File: src/line_codec_pkg.sv
package line_codec_pkg;

  // clock and timing
  localparam int unsigned CLK_PERIOD_NS = 40;
  // collision stays asserted this long after the last edge on the pair
  localparam int unsigned COL_HOLD_NS   = 200;
  localparam int unsigned COL_HOLD_CYC  = (COL_HOLD_NS / CLK_PERIOD_NS < 1) ?
                                          1 : COL_HOLD_NS / CLK_PERIOD_NS;
  localparam int unsigned COL_CNT_W     = 4;

  // end of frame: this many equal half-cell samples (1.5 bit times)
  localparam logic [1:0]  RX_END_HALVES = 2'h3;
  localparam logic [1:0]  RUN_ZERO      = 2'h0;
  localparam logic [1:0]  RUN_ONE       = 2'h1;

  // receive buffer geometry
  localparam int unsigned RX_FIFO_DEPTH = 32;

  // transmit line levels
  localparam logic        LINE_HIGH     = 1'b1;
  localparam logic        LINE_LOW      = 1'b0;

  typedef enum logic [2:0] {
    TX_IDLE = 3'h1,
    TX_DATA = 3'h2,
    TX_TAIL = 3'h4
  } tx_state_t;

  typedef enum logic [2:0] {
    RX_IDLE = 3'h1,
    RX_SYNC = 3'h2,
    RX_DATA = 3'h4
  } rx_state_t;

  // one entry of the receive buffer
  typedef struct packed {
    logic end_mark;
    logic data;
  } rx_item_t;

endpackage

File: src/stream_fifo.sv
`timescale 1ns/100ps

module stream_fifo #(
  parameter int unsigned WIDTH = 2,
  parameter int unsigned DEPTH = 32
) (
  input  wire logic             clk_i,
  input  wire logic             sys_rst_i,
  input  wire logic             in_valid_i,
  output logic                  in_ready_o,
  input  wire logic [WIDTH-1:0] in_data_i,
  output logic                  out_valid_o,
  input  wire logic             out_ready_i,
  output logic      [WIDTH-1:0] out_data_o
);

  localparam int unsigned AW = $clog2(DEPTH);

  logic [WIDTH-1:0] mem_q [DEPTH];
  logic [AW:0]      wr_ptr_q;
  logic [AW:0]      rd_ptr_q;
  logic             full;
  logic             empty;
  logic             push;
  logic             pop;

  // extra pointer bit tells full from empty
  assign empty       = (wr_ptr_q == rd_ptr_q);
  assign full        = (wr_ptr_q[AW] != rd_ptr_q[AW]) &&
                       (wr_ptr_q[AW-1:0] == rd_ptr_q[AW-1:0]);
  assign in_ready_o  = !full;
  assign out_valid_o = !empty;
  assign push        = in_valid_i && !full;
  assign pop         = out_ready_i && !empty;
  assign out_data_o  = mem_q[rd_ptr_q[AW-1:0]];

  // storage is written only, never reset
  always_ff @(posedge clk_i) begin
    if (push) begin
      mem_q[wr_ptr_q[AW-1:0]] <= in_data_i;
    end
  end

  // pointers
  always_ff @(posedge clk_i or posedge sys_rst_i) begin
    if (sys_rst_i) begin
      wr_ptr_q <= '0;
      rd_ptr_q <= '0;
    end else begin
      if (push) begin
        wr_ptr_q <= wr_ptr_q + 1'b1;
      end
      if (pop) begin
        rd_ptr_q <= rd_ptr_q + 1'b1;
      end
    end
  end

endmodule

File: src/manchester_line_codec.sv
`timescale 1ns/100ps

module manchester_line_codec (
  input  wire logic clk_i,
  input  wire logic sys_rst_i,
  input  wire logic osc_input_i,
  input  wire logic codec_bypass_select_i,
  input  wire logic idle_level_select_i,
  input  wire logic mac_tx_en_i,
  input  wire logic mac_tx_data_i,
  output logic      tx_bit_clock_o,
  output logic      tx_p_o,
  output logic      tx_n_o,
  input  wire logic rx_line_i,
  input  wire logic rx_squelch_ok_i,
  input  wire logic collision_line_pair_i,
  input  wire logic ext_rx_data_i,
  input  wire logic ext_rx_strobe_i,
  input  wire logic ext_carrier_i,
  input  wire logic ext_col_i,
  output logic      mac_carrier_o,
  output logic      mac_collision_o,
  output logic      mac_rx_valid_o,
  input  wire logic mac_rx_ready_i,
  output logic      mac_rx_data_o,
  output logic      mac_rx_end_o,
  output logic      rx_clock_o,
  output logic      rx_overflow_o,
  output logic      ser_tx_en_o,
  output logic      ser_tx_data_o,
  output logic      ser_rx_data_o,
  output logic      ser_carrier_o,
  output logic      ser_col_o
);

  line_codec_pkg::tx_state_t tx_state_q;
  line_codec_pkg::rx_state_t rx_state_q;
  line_codec_pkg::rx_item_t  push_item;
  line_codec_pkg::rx_item_t  pop_item;

  logic                                  half_q;
  logic                                  cell_start;
  logic                                  tx_go;
  logic                                  enc_q;
  logic                                  last_bit_q;
  logic                                  tx_p_q;
  logic                                  tx_n_q;
  logic                                  prev_q;
  logic                                  first_q;
  logic                                  phase_q;
  logic [1:0]                            run_q;
  logic                                  rx_s;
  logic                                  rx_tick;
  logic                                  end_hit;
  logic                                  bit_ev;
  logic                                  end_ev;
  logic                                  rx_clk_q;
  logic                                  carrier_q;
  logic                                  push_valid;
  logic                                  push_ready;
  logic                                  overflow_q;
  logic                                  col_prev_q;
  logic [line_codec_pkg::COL_CNT_W-1:0]  col_cnt_q;
  logic                                  col_q;
  logic                                  mac_carrier_q;
  logic                                  mac_col_q;
  logic                                  ser_tx_en_q;
  logic                                  ser_tx_data_q;
  logic                                  ser_rx_data_q;
  logic                                  ser_carrier_q;
  logic                                  ser_col_q;

  localparam logic [line_codec_pkg::COL_CNT_W-1:0] COL_LOAD =
    line_codec_pkg::COL_CNT_W'(line_codec_pkg::COL_HOLD_CYC);
  // each oscillator tick is one half cell; the bit clock toggles on it
  always_ff @(posedge clk_i or posedge sys_rst_i) begin
    if (sys_rst_i) begin
      half_q <= 1'b0;
    end else if (osc_input_i) begin
      half_q <= !half_q;
    end
  end

  assign tx_bit_clock_o = half_q;
  assign cell_start     = osc_input_i && !half_q;
  // bypass keeps the internal encoder quiet
  assign tx_go          = mac_tx_en_i && !codec_bypass_select_i;
  // encoder: inverted half then true half, rising tail after a final zero
  always_ff @(posedge clk_i or posedge sys_rst_i) begin
    if (sys_rst_i) begin
      tx_state_q <= line_codec_pkg::TX_IDLE;
      enc_q      <= line_codec_pkg::LINE_HIGH;
      last_bit_q <= 1'b0;
    end else if (osc_input_i) begin
      unique case (tx_state_q)
        line_codec_pkg::TX_IDLE: begin
          if (cell_start && tx_go) begin
            tx_state_q <= line_codec_pkg::TX_DATA;
            enc_q      <= !mac_tx_data_i;
            last_bit_q <= mac_tx_data_i;
          end
        end
        line_codec_pkg::TX_DATA: begin
          if (!cell_start) begin
            enc_q <= last_bit_q;
          end else if (tx_go) begin
            enc_q      <= !mac_tx_data_i;
            last_bit_q <= mac_tx_data_i;
          end else if (!last_bit_q) begin
            tx_state_q <= line_codec_pkg::TX_TAIL;
            enc_q      <= line_codec_pkg::LINE_HIGH;
          end else begin
            tx_state_q <= line_codec_pkg::TX_IDLE;
          end
        end
        line_codec_pkg::TX_TAIL: begin
          if (cell_start) begin
            tx_state_q <= tx_go ? line_codec_pkg::TX_DATA : line_codec_pkg::TX_IDLE;
            enc_q      <= !mac_tx_data_i;
            last_bit_q <= mac_tx_data_i;
          end
        end
      endcase
    end
  end

  // line pair: idle level is fixed by the select pin, so no edges while idle
  always_ff @(posedge clk_i or posedge sys_rst_i) begin
    if (sys_rst_i) begin
      tx_p_q <= line_codec_pkg::LINE_LOW;
      tx_n_q <= line_codec_pkg::LINE_LOW;
    end else if (tx_state_q == line_codec_pkg::TX_IDLE) begin
      tx_p_q <= !idle_level_select_i;
      tx_n_q <= line_codec_pkg::LINE_LOW;
    end else begin
      tx_p_q <= enc_q;
      tx_n_q <= !enc_q;
    end
  end

  assign tx_p_o = tx_p_q;
  assign tx_n_o = tx_n_q;
  // decoder samples the line once per half cell
  assign rx_tick = osc_input_i;
  assign rx_s    = rx_line_i;
  // a third equal half-cell sample means no mid-cell edge: frame over
  assign end_hit = (rx_s == prev_q) &&
                   (run_q == line_codec_pkg::RX_END_HALVES - 2'h2);
  assign bit_ev  = rx_tick && (rx_state_q == line_codec_pkg::RX_DATA) &&
                   rx_squelch_ok_i && phase_q && (rx_s != first_q);
  assign end_ev  = rx_tick && (rx_state_q == line_codec_pkg::RX_DATA) &&
                   (!rx_squelch_ok_i || end_hit);
  // decoder state: hunt for a mid-cell edge, then pair half cells
  always_ff @(posedge clk_i or posedge sys_rst_i) begin
    if (sys_rst_i) begin
      rx_state_q <= line_codec_pkg::RX_IDLE;
      prev_q     <= 1'b0;
      first_q    <= 1'b0;
      phase_q    <= 1'b0;
      run_q      <= line_codec_pkg::RUN_ZERO;
    end else if (rx_tick) begin
      prev_q <= rx_s;
      if (rx_s != prev_q) begin
        run_q <= line_codec_pkg::RUN_ZERO;
      end else if (run_q != line_codec_pkg::RX_END_HALVES) begin
        run_q <= run_q + line_codec_pkg::RUN_ONE;
      end
      unique case (rx_state_q)
        line_codec_pkg::RX_IDLE: begin
          if (rx_squelch_ok_i) begin
            rx_state_q <= line_codec_pkg::RX_SYNC;
          end
        end
        line_codec_pkg::RX_SYNC: begin
          if (!rx_squelch_ok_i) begin
            rx_state_q <= line_codec_pkg::RX_IDLE;
          end else if (rx_s != prev_q) begin
            rx_state_q <= line_codec_pkg::RX_DATA;
            phase_q    <= 1'b0;
          end
        end
        line_codec_pkg::RX_DATA: begin
          if (!rx_squelch_ok_i || end_hit) begin
            rx_state_q <= line_codec_pkg::RX_IDLE;
          end else if (!phase_q) begin
            first_q <= rx_s;
            phase_q <= 1'b1;
          end else if (rx_s != first_q) begin
            phase_q <= 1'b0;
          end else begin
            first_q <= rx_s; // slip half a cell to realign
          end
        end
      endcase
    end
  end

  // recovered clock rises with each decoded bit, falls at the first half
  always_ff @(posedge clk_i or posedge sys_rst_i) begin
    if (sys_rst_i) begin
      rx_clk_q <= 1'b0;
    end else if (bit_ev) begin
      rx_clk_q <= 1'b1;
    end else if (rx_tick && !phase_q) begin
      rx_clk_q <= 1'b0;
    end
  end

  // carrier follows qualified input until the frame end is seen
  always_ff @(posedge clk_i or posedge sys_rst_i) begin
    if (sys_rst_i) begin
      carrier_q <= 1'b0;
    end else if (rx_tick) begin
      if (rx_state_q == line_codec_pkg::RX_IDLE) begin
        carrier_q <= rx_squelch_ok_i;
      end else if (end_ev || !rx_squelch_ok_i) begin
        carrier_q <= 1'b0;
      end
    end
  end

  // buffer source: own decoder, or the external codec in bypass
  always_comb begin
    if (codec_bypass_select_i) begin
      push_valid         = ext_rx_strobe_i;
      push_item.data     = ext_rx_data_i;
      push_item.end_mark = 1'b0;
    end else begin
      push_valid         = bit_ev || end_ev;
      push_item.data     = rx_s;
      push_item.end_mark = end_ev;
    end
  end

  // the line cannot be stalled, so a full buffer drops and reports
  always_ff @(posedge clk_i or posedge sys_rst_i) begin
    if (sys_rst_i) begin
      overflow_q <= 1'b0;
    end else begin
      overflow_q <= push_valid && !push_ready;
    end
  end

  stream_fifo #(
    .WIDTH ($bits(line_codec_pkg::rx_item_t)),
    .DEPTH (line_codec_pkg::RX_FIFO_DEPTH)
  ) u_rx_fifo (
    .clk_i       (clk_i),
    .sys_rst_i   (sys_rst_i),
    .in_valid_i  (push_valid),
    .in_ready_o  (push_ready),
    .in_data_i   (push_item),
    .out_valid_o (mac_rx_valid_o),
    .out_ready_i (mac_rx_ready_i),
    .out_data_o  (pop_item)
  );

  assign mac_rx_data_o = pop_item.data;
  assign mac_rx_end_o  = pop_item.end_mark;
  assign rx_clock_o    = rx_clk_q;
  assign rx_overflow_o = overflow_q;
  // any edge on the collision pair retriggers a hold timer; the
  // 10 MHz burst becomes one steady level
  always_ff @(posedge clk_i or posedge sys_rst_i) begin
    if (sys_rst_i) begin
      col_prev_q <= 1'b0;
      col_cnt_q  <= '0;
    end else begin
      col_prev_q <= collision_line_pair_i;
      if (collision_line_pair_i != col_prev_q) begin
        col_cnt_q <= COL_LOAD;
      end else if (col_cnt_q != '0) begin
        col_cnt_q <= col_cnt_q - 1'b1;
      end
    end
  end

  assign col_q = (col_cnt_q != '0);
  // MAC-facing status and observation copies
  always_ff @(posedge clk_i or posedge sys_rst_i) begin
    if (sys_rst_i) begin
      mac_carrier_q <= 1'b0;
      mac_col_q     <= 1'b0;
      ser_tx_en_q   <= 1'b0;
      ser_tx_data_q <= 1'b0;
      ser_rx_data_q <= 1'b0;
      ser_carrier_q <= 1'b0;
      ser_col_q     <= 1'b0;
    end else begin
      // collision goes to the MAC, which aborts and reschedules
      mac_carrier_q <= codec_bypass_select_i ? ext_carrier_i : carrier_q;
      mac_col_q     <= codec_bypass_select_i ? ext_col_i : col_q;
      ser_tx_en_q   <= mac_tx_en_i;
      ser_tx_data_q <= mac_tx_data_i;
      ser_rx_data_q <= codec_bypass_select_i ? 1'b0 : rx_s;
      ser_carrier_q <= codec_bypass_select_i ? 1'b0 : carrier_q;
      ser_col_q     <= codec_bypass_select_i ? 1'b0 : col_q;
    end
  end

  assign mac_carrier_o   = mac_carrier_q;
  assign mac_collision_o = mac_col_q;
  assign ser_tx_en_o     = ser_tx_en_q;
  assign ser_tx_data_o   = ser_tx_data_q;
  assign ser_rx_data_o   = ser_rx_data_q;
  assign ser_carrier_o   = ser_carrier_q;
  assign ser_col_o       = ser_col_q;
endmodule

File: config.mk
export PLATFORM = sky130hd
export DESIGN_NAME = manchester_line_codec
export DESIGN_NICKNAME = d
export VERILOG_FILES = /design/src/line_codec_pkg.sv /design/src/stream_fifo.sv /design/src/manchester_line_codec.sv
export SDC_FILE = /design/constraint.sdc
export NUM_CORES = 1
export LEC_CHECK = 0
export BUFFER_PORTS_ARGS = -buffer_cell sky130_fd_sc_hd__buf_2
export CAP_MARGIN = 30
export CORE_MARGIN = 2
export CORE_UTILIZATION = 40
export DETAILED_ROUTE_END_ITERATION = 16
export HOLD_SLACK_MARGIN = 0.02
export SLEW_MARGIN = 10
export SYNTH_ARGS = -nofsm -noshare
export SYNTH_HDL_FRONTEND = slang
export SYNTH_SLANG_ARGS = --single-unit
export TNS_END_PERCENT = 20
File: constraint.sdc
create_clock -name clk_i -period 4 [get_ports clk_i]
set_input_delay 0.6 -clock clk_i [delete_from_list [all_inputs] [get_ports clk_i]]
set_output_delay 0.6 -clock clk_i [all_outputs]
set_load 0.005 [all_outputs]
==> metrics.txt, run 1 <==
CTS root buf=clkbuf_16; share of cells above drive strength 1=0.216; syn nets=between 300 and 400; Switching Share=0.334; HP Class=in -> async; Die Y=115 µm; overflow left after global routing=0; clk sinks=about 110; drt first pass iters=4; delay-heaviest family, CP=multiplexers; initial DRC count=around 120; WL per Instance=16.8 µm; Synth Warn #=0; Final setup viols=0; hold_buf cts=0; worst slew pin tran=about 0.85 ns; crit start category=register; Crit Path Max Fanout=12; HPWL Detailed=around 6200 µm; Post-DRT Antenna Nets=0; via count=between 2000 and 3000; overall power=3.53 mW; Clk network pwr share=0.248; status=complete, no violations; first-pass GRT wire length=about 15000 µm; commonest non-fill, non-tap cell in the layout=edfxtp_1; Nets=about 420; GR Util All Layers=0.153; worst skew pair latency=0.34 ns; min Tclk post-route=slightly above 3 ns; critical path, cell by cell=buf_4, mux4_2, mux2_2, o21ai_0, o21ai_0, buf_2; worst r2r path cells=4; Max VDD drop=between 0.3 and 0.4 mV; initial antenna violation count=0; Slew HR=0.433; Yosys cell types=55; final wirelength=9200 µm; Syn Std Cell Area=approximately 0.005 mm²; synthesized area per cell=13.3 µm²; clock transition at the registers of the reported paths=~0.070 ns; WP data arrival=~2.4 ns; Placeable Area=roughly 0.012 mm²; starting density of the core=0.410; CTS tree=yes; Placed Area=about 0.0052 mm²; gpl congestion=roughly 0.76; clock buffer depth=2; Power Dens Cells=640 mW/mm²; clock skew=between 0.006 and 0.007 ns; fraction of registers with async set/reset=0.402; max_cap viols=0; row count=40; CP bufs+invs=2; Crit path largest cell delay=between 0.5 and 0.6 ns; Design Area, Final=roughly 0.0055 mm²; sequential-to-total area share from yosys stat=0.610; vias in the first global route=around 3000; CP Depth=6; P_leak=roughly 2.0 nW; most frequent cells in the layout=64 x edfxtp_1, 45 x nor2_1, 40 x dfrtp_1; Fin Setup TNS=0 ns; # DRC=0; Pint=about 2.3 mW; Post-CTS Setup Repair Bufs=0; post-route clock period utilization=0.757; # IOs=30; pins over their slew limit=0; die area=around 0.013 mm²; post_cts resized=0; nature of the critical path endpoint=output pin; WHS=between 0.3 and 0.4 ns; RSZ-0062 raised after global routing=no; Final Hold Fails=0; Slowest-stage cell, CP=dfrtp_1; Crit Path Class=reg -> out; EDFF count, synth=64; Chip Width=between 100 and 150 µm; Port Buffer Count=29; pin count of the biggest net entering global routing=44; Most used DFF post-synth=edfxtp_1; cells after synthesis=about 370; register share of total power=0.467; Peak Freq=~330 MHz; Combinational Power Share=0.285; Worst R2R Setup Slack=about 1.7 ns; TritonCTS Buffers=9; FF+latch count, synth=between 100 and 150; area delta synth->final=12.1%; cell repeated most along the worst path=o21ai_0; CTS HTree Levels=3; Worst EP required=~3.4 ns; switching power=roughly 1.2 mW; Vias/cell=5.32; Antenna Cells=0
[metrics by stage]
stage / setup slack (ns) / std cells / utilization
finish: 0.971 / 549 / 0.459
global route: 0.787 / 549 / 0.459
CTS: 0.903 / 548 / 0.457
detailed placement: 1.28 / 532 / 0.433
global placement: 1.28 / 532 / 0.433
floorplan: 0.797 / 371 / -
[worst reg2reg max path, stage by stage, from the launching register on]
cell and delay (ns):
dfrtp_1 0.89, xnor2_1 0.31, nand4b_4 0.27, nand3_2 0.28, nor2_1 0.29
[final timing paths]
| path | startpoint | end |
|---|---|---|
| worst max-delay path | u_rx_fifo.rd_ptr_q[0] | mac_rx_end_o |
| worst min-delay path | sys_rst_i | ser_col_o |
| worst max register to register | u_rx_fifo.rd_ptr_q[1] | u_rx_fifo.mem_q[0][1] |
| worst min register to register | u_rx_fifo.wr_ptr_q[5] | u_rx_fifo.wr_ptr_q[5] |
| max in group asynchronous | sys_rst_i | rx_state_q[0] |
| min in group clk_i | mac_tx_en_i | ser_tx_en_o |
[metal layers]
layer  wire, µm  vias up  GRT usage
met2       4530       58      0.260
met5          0        -          0
met4         88        0     0.0345
li1           -     1393          -
met1       4230     1461      0.195
met3        340        8     0.0443
[Yosys cell counts, types with 9 or more instances]
library cell | count | area share
ha_1 | 9 | 0.023
xnor2_1 | 17 | 0.030
mux4_2 | 16 | 0.073
nand2_1 | 30 | 0.023
nand3_1 | 10 | 0.010
nor2_1 | 45 | 0.034
o21ai_0 | 10 | 0.010
nand2b_1 | 11 | 0.014
inv_1 | 13 | 0.0099
dfrtp_1 | 40 | 0.20
edfxtp_1 | 64 | 0.39
[power groups by stage]
| stage | registers, mW | clock network [mW] | logic (mW) |
|---|---|---|---|
| after CTS | 1.65 | 0.904 | 1.02 |
| after global routing | 1.69 | 0.943 | 1.14 |
| after detailed placement | 1.67 | 0 | 1.01 |
| after floorplan | 1.46 | 0 | 0.978 |
| after global placement | 1.66 | 0 | 0.995 |
| final | 1.65 | 0.876 | 1.01 |
[cell families (layout without fill, tap and decap cells)]
logic type,count (synthesis),in the layout,synth area share
AO/OA/AOI/OAI,42,42,0.0595
XOR/XNOR,25,25,0.0460
adder cells (fa/ha/maj),9,9,0.0229
buffers and inverters,31,62,0.0269
flip-flops,107,107,0.610
multiplexers,25,25,0.0930
AND/OR/NAND/NOR,132,132,0.142
[state kept, by name, summed over array words and instances (netlist names), 2 cells and up]
register / flops
u_rx_fifo.wr_ptr_q: 6
rx_state_q: 3
tx_state_q: 3
col_cnt_q: 4
u_rx_fifo.rd_ptr_q: 6
u_rx_fifo.mem_q: 64
run_q: 2
[area by class of cell]
class                           count  area [µm²]
Fill cell                        1092        6490
Sequential cell                   107        3000
Multi-Input combinational cell    233        1790
Clock buffer                       10         229
Timing Repair Buffer               33         195
Tap cell                          147         184
Clock inverter                      6        65.1
Inverter                           13        48.8
Power figures use the tool's default switching activity.
==> run 2: changes to the inputs <==
ABC_AREA = 1   (was not set)
clock period = 3.1 ns   (was 4 ns; I/O delays follow)
==> run 2 against run 1 <==
  * Routed wire length up 20%
  * First-iteration DRC count up 64%
  * Sequential power up 16%
  * Die area up 6.2%
  * Non-clock buffer count up 3
  * Synthesized cell count up 63%
  * Utilization down 0.28 points
  * Total power up 28%
  * Highest routed layer unchanged
  * Largest power group unchanged
  * Sequential cell count unchanged
  * Synthesized area up 6.4%
  * Global-route usage up 1.9 points
==> metrics.txt, run 2 <==
Fin Setup TNS=0 ns (unchanged); WL per Instance=13.7 µm (-18%); clock buffer depth=2 (unchanged); worst slew pin tran=0.761 ns (-0.0881 ns); Peak Freq=between 300 and 400 MHz; Yosys cell types=29 (-47%); Switching Share=0.381 (+0.0466); Nets=654 (+55%); vias in the first global route=3879 (+30%); pins over their slew limit=0 (unchanged); Vias/cell=4.80 (-9.7%); GR Util All Layers=0.171 (+0.0186); Synth area leader=edfxtp_1; clk sinks=107 (unchanged); worst r2r path cells=6 (+2); largest family of logic cells by synthesized area=simple AND/OR/NAND/NOR gates; Synth Warn #=0 (unchanged); final std cells w/o fill=807 (+47%); Most used DFF post-synth=edfxtp_1; fraction of registers with async set/reset=0.402 (unchanged); # IOs=30 (unchanged); Worst Setup Slack, final=0.379 ns (-0.593 ns); worst slack at placement=0.793 ns (-0.490 ns); Slowest-stage cell, CP=dfrtp_1; initial antenna violation count=0 (unchanged); Die Y=118 µm (+3.0%); Final Hold Fails=0 (unchanged); status=complete, no violations; CTS tree=yes; CTS HTree Levels=3 (unchanged); register share of total power=0.422 (-0.045); pin count of the biggest net entering global routing=39 (-11%); starting density of the core=0.412 (+0.00179); Yosys top cell area share=0.367 (-0.0234); mux contribution to synthesized area=0 (-0.0930); clock skew=0.0128 ns (+0.00634 ns); Post-CTS Setup Repair Bufs=0 (unchanged); FF+latch count, synth=107 (unchanged); delay-heaviest family, CP=flip-flops; Post-Synth Adder-Cell Area=0.0215 (-0.00137); row count=41 (+2.5%); Clk network pwr share=0.235 (-0.013); placed cells=791 (+49%); WP data arrival=2.26 ns (-0.17 ns); Final Util=0.456 (-0.00284); Crit Path Max Fanout=21 (+9); RSZ-0062 raised after global routing=no; switching power=1.72 mW (+46%); count leader, synth=nand2_1; overflow left after global routing=0 (unchanged); nature of the critical path endpoint=output pin; HP Class=in -> async; HPWL Detailed=7530 µm (+22%); Worst EP required=2.63 ns (-0.77 ns); via count=3875 (+33%); worst skew pair latency=0.36 ns (+0.02 ns); crit start category=register; post_cts resized=0 (unchanged); reg-to-reg critical path startpoint=u_rx_fifo.rd_ptr_q[1]; top post-synthesis cells by count=192 x nand2_1, 101 x nor2_1, 64 x edfxtp_1; gpl congestion=0.868 (+15%); commonest non-fill, non-tap cell in the layout=nand2_1; Syn Std Cell Area=0.00524 mm² (+6.4%); initial DRC count=203 (+64%); Power Dens Cells=779 mW/mm² (+22%); Port Buffer Count=29 (unchanged); cell repeated most along the worst path=nor2_1; Worst R2R Setup Slack=0.80 ns (-0.86 ns); Max VDD drop=0.455 mV (+40%); syn nets=629 (+59%); cells after synthesis=605 (+63%); post-route clock period utilization=0.878; area delta synth->final=10.9%; Combinational Power Share=0.342 (+0.057); critical path, cell by cell=inv_2, nor2_1, o21ai_0, nand2_1, nand2_1, nand3_1, nor2_1, nor2_1, buf_2; Post-DRT Antenna Nets=0 (unchanged); # DRC=0 (unchanged); max_cap viols=0 (unchanged); Pint=2.80 mW (+19%); Synth Area in XOR/XNOR=0.0201 (-0.0259); clock transition at the registers of the reported paths=0.07 ns (about the same); compound-cell area share of the yosys netlist=0.0509 (-0.00859); drt first pass iters=4 (unchanged); first-pass GRT wire length=19000 µm (+24%); Antenna Cells=0 (unchanged); hold_buf cts=0 (unchanged); EDFF count, synth=64 (unchanged); die area=0.0140 mm² (+6.2%); Final setup viols=0 (unchanged); Slew HR=0.490 (+0.0568); overall power=4.52 mW (+28%); most frequent cells in the layout=192 x nand2_1, 101 x nor2_1, 64 x edfxtp_1; Crit path largest cell delay=0.83 ns (+0.24 ns); Placeable Area=0.0127 mm² (+5.9%); CTS root buf=clkbuf_16; share of cells above drive strength 1=0.112 (-0.105); TritonCTS Buffers=9 (unchanged); P_leak=2.55 nW (+25%); Chip Width=118 µm (+3.0%); final wirelength=11000 µm (+20%); Largest register FFs=64 (unchanged); synth top area cells=edfxtp_1 37%, dfrtp_1 19%, nand2_1 14%; RR Endpoint=u_rx_fifo.mem_q[5][1]; Simple-Gate Fraction of Synth Area=0.274 (+0.132); Crit Path Class=reg -> out; synthesized area per cell=8.65 µm² (-35%); sequential-to-total area share from yosys stat=0.573 (-0.0366); CP bufs+invs=2 (unchanged); min Tclk post-route=approximately 2.7 ns
## run 2: cell types whose count changed after synthesis, moves of 5 or more
cell / delta
a21oi_1: -5
nor2_1: +56
o21ai_0: +24
nand2_1: +162
nor3_1: +5
mux2_2: -6
nor2b_1: -5
inv_2: +8
xnor2_1: -12
inv_1: +32
a21o_1: -5
nand3_1: +29
nand2b_1: -11
mux4_2: -16
## run 2: layout make-up
cell class	instances	area, µm²
Sequential cell	107	3000
Timing Repair Buffer	36	198
Clock inverter	5	36.3
Multi-Input combinational cell	423	1920
Clock buffer	11	233
Fill cell	1294	6920
Tap cell	172	215
Inverter	53	199
## run 2: metrics by stage
stage | instance area, µm² | hold WS, ns
3_3_place_gp | 5540 | 0.458
6_report | 5810 | 0.135
3_5_place_dp | 5540 | 0.467
4_1_cts | 5810 | 0.154
5_1_grt | 5810 | 0.190
2_1_floorplan | 5240 | 0.442
## run 2: layer usage
| layer | up-vias | wire length [µm] | part of all wire | global-route usage |
|---|---|---|---|---|
| met3 | 16 | 322 | 0.029 | 0.0352 |
| met2 | 57 | 5200 | 0.47 | 0.276 |
| li1 | 1995 | - | - | - |
| met1 | 1807 | 5270 | 0.48 | 0.228 |
| met5 | - | 0 | 0 | 0 |
| met4 | 0 | 229 | 0.021 | 0.0655 |
## run 2: cells by family after synthesis
group | after synthesis
XOR/XNOR | 12
flip-flops | 107
buffers and inverters | 75
AO/OA/AOI/OAI | 50
AND/OR/NAND/NOR | 352
adder cells (fa/ha/maj) | 9
## run 2: worst max path at each step
stage | from | endpoint | depth (start not counted)
floorplan | codec_bypass_select_i | u_rx_fifo.mem_q[0][0] | 2
global route | u_rx_fifo.rd_ptr_q[1] | mac_rx_end_o | 9
detailed placement | u_rx_fifo.rd_ptr_q[1] | mac_rx_data_o | 9
global placement | u_rx_fifo.rd_ptr_q[1] | mac_rx_data_o | 9
CTS | u_rx_fifo.rd_ptr_q[1] | mac_rx_data_o | 9
finish | u_rx_fifo.rd_ptr_q[1] | mac_rx_end_o | 9
## run 2: power groups by stage
stage                     Clock [mW]  Sequential [mW]  Combinational (mW)
after floorplan                    0             1.84                1.22
after global placement             0             1.93                1.53
after detailed placement           0             1.94                1.56
after CTS                       1.09             1.91                1.57
after global routing            1.14             1.94                1.78
final                           1.06             1.91                1.55
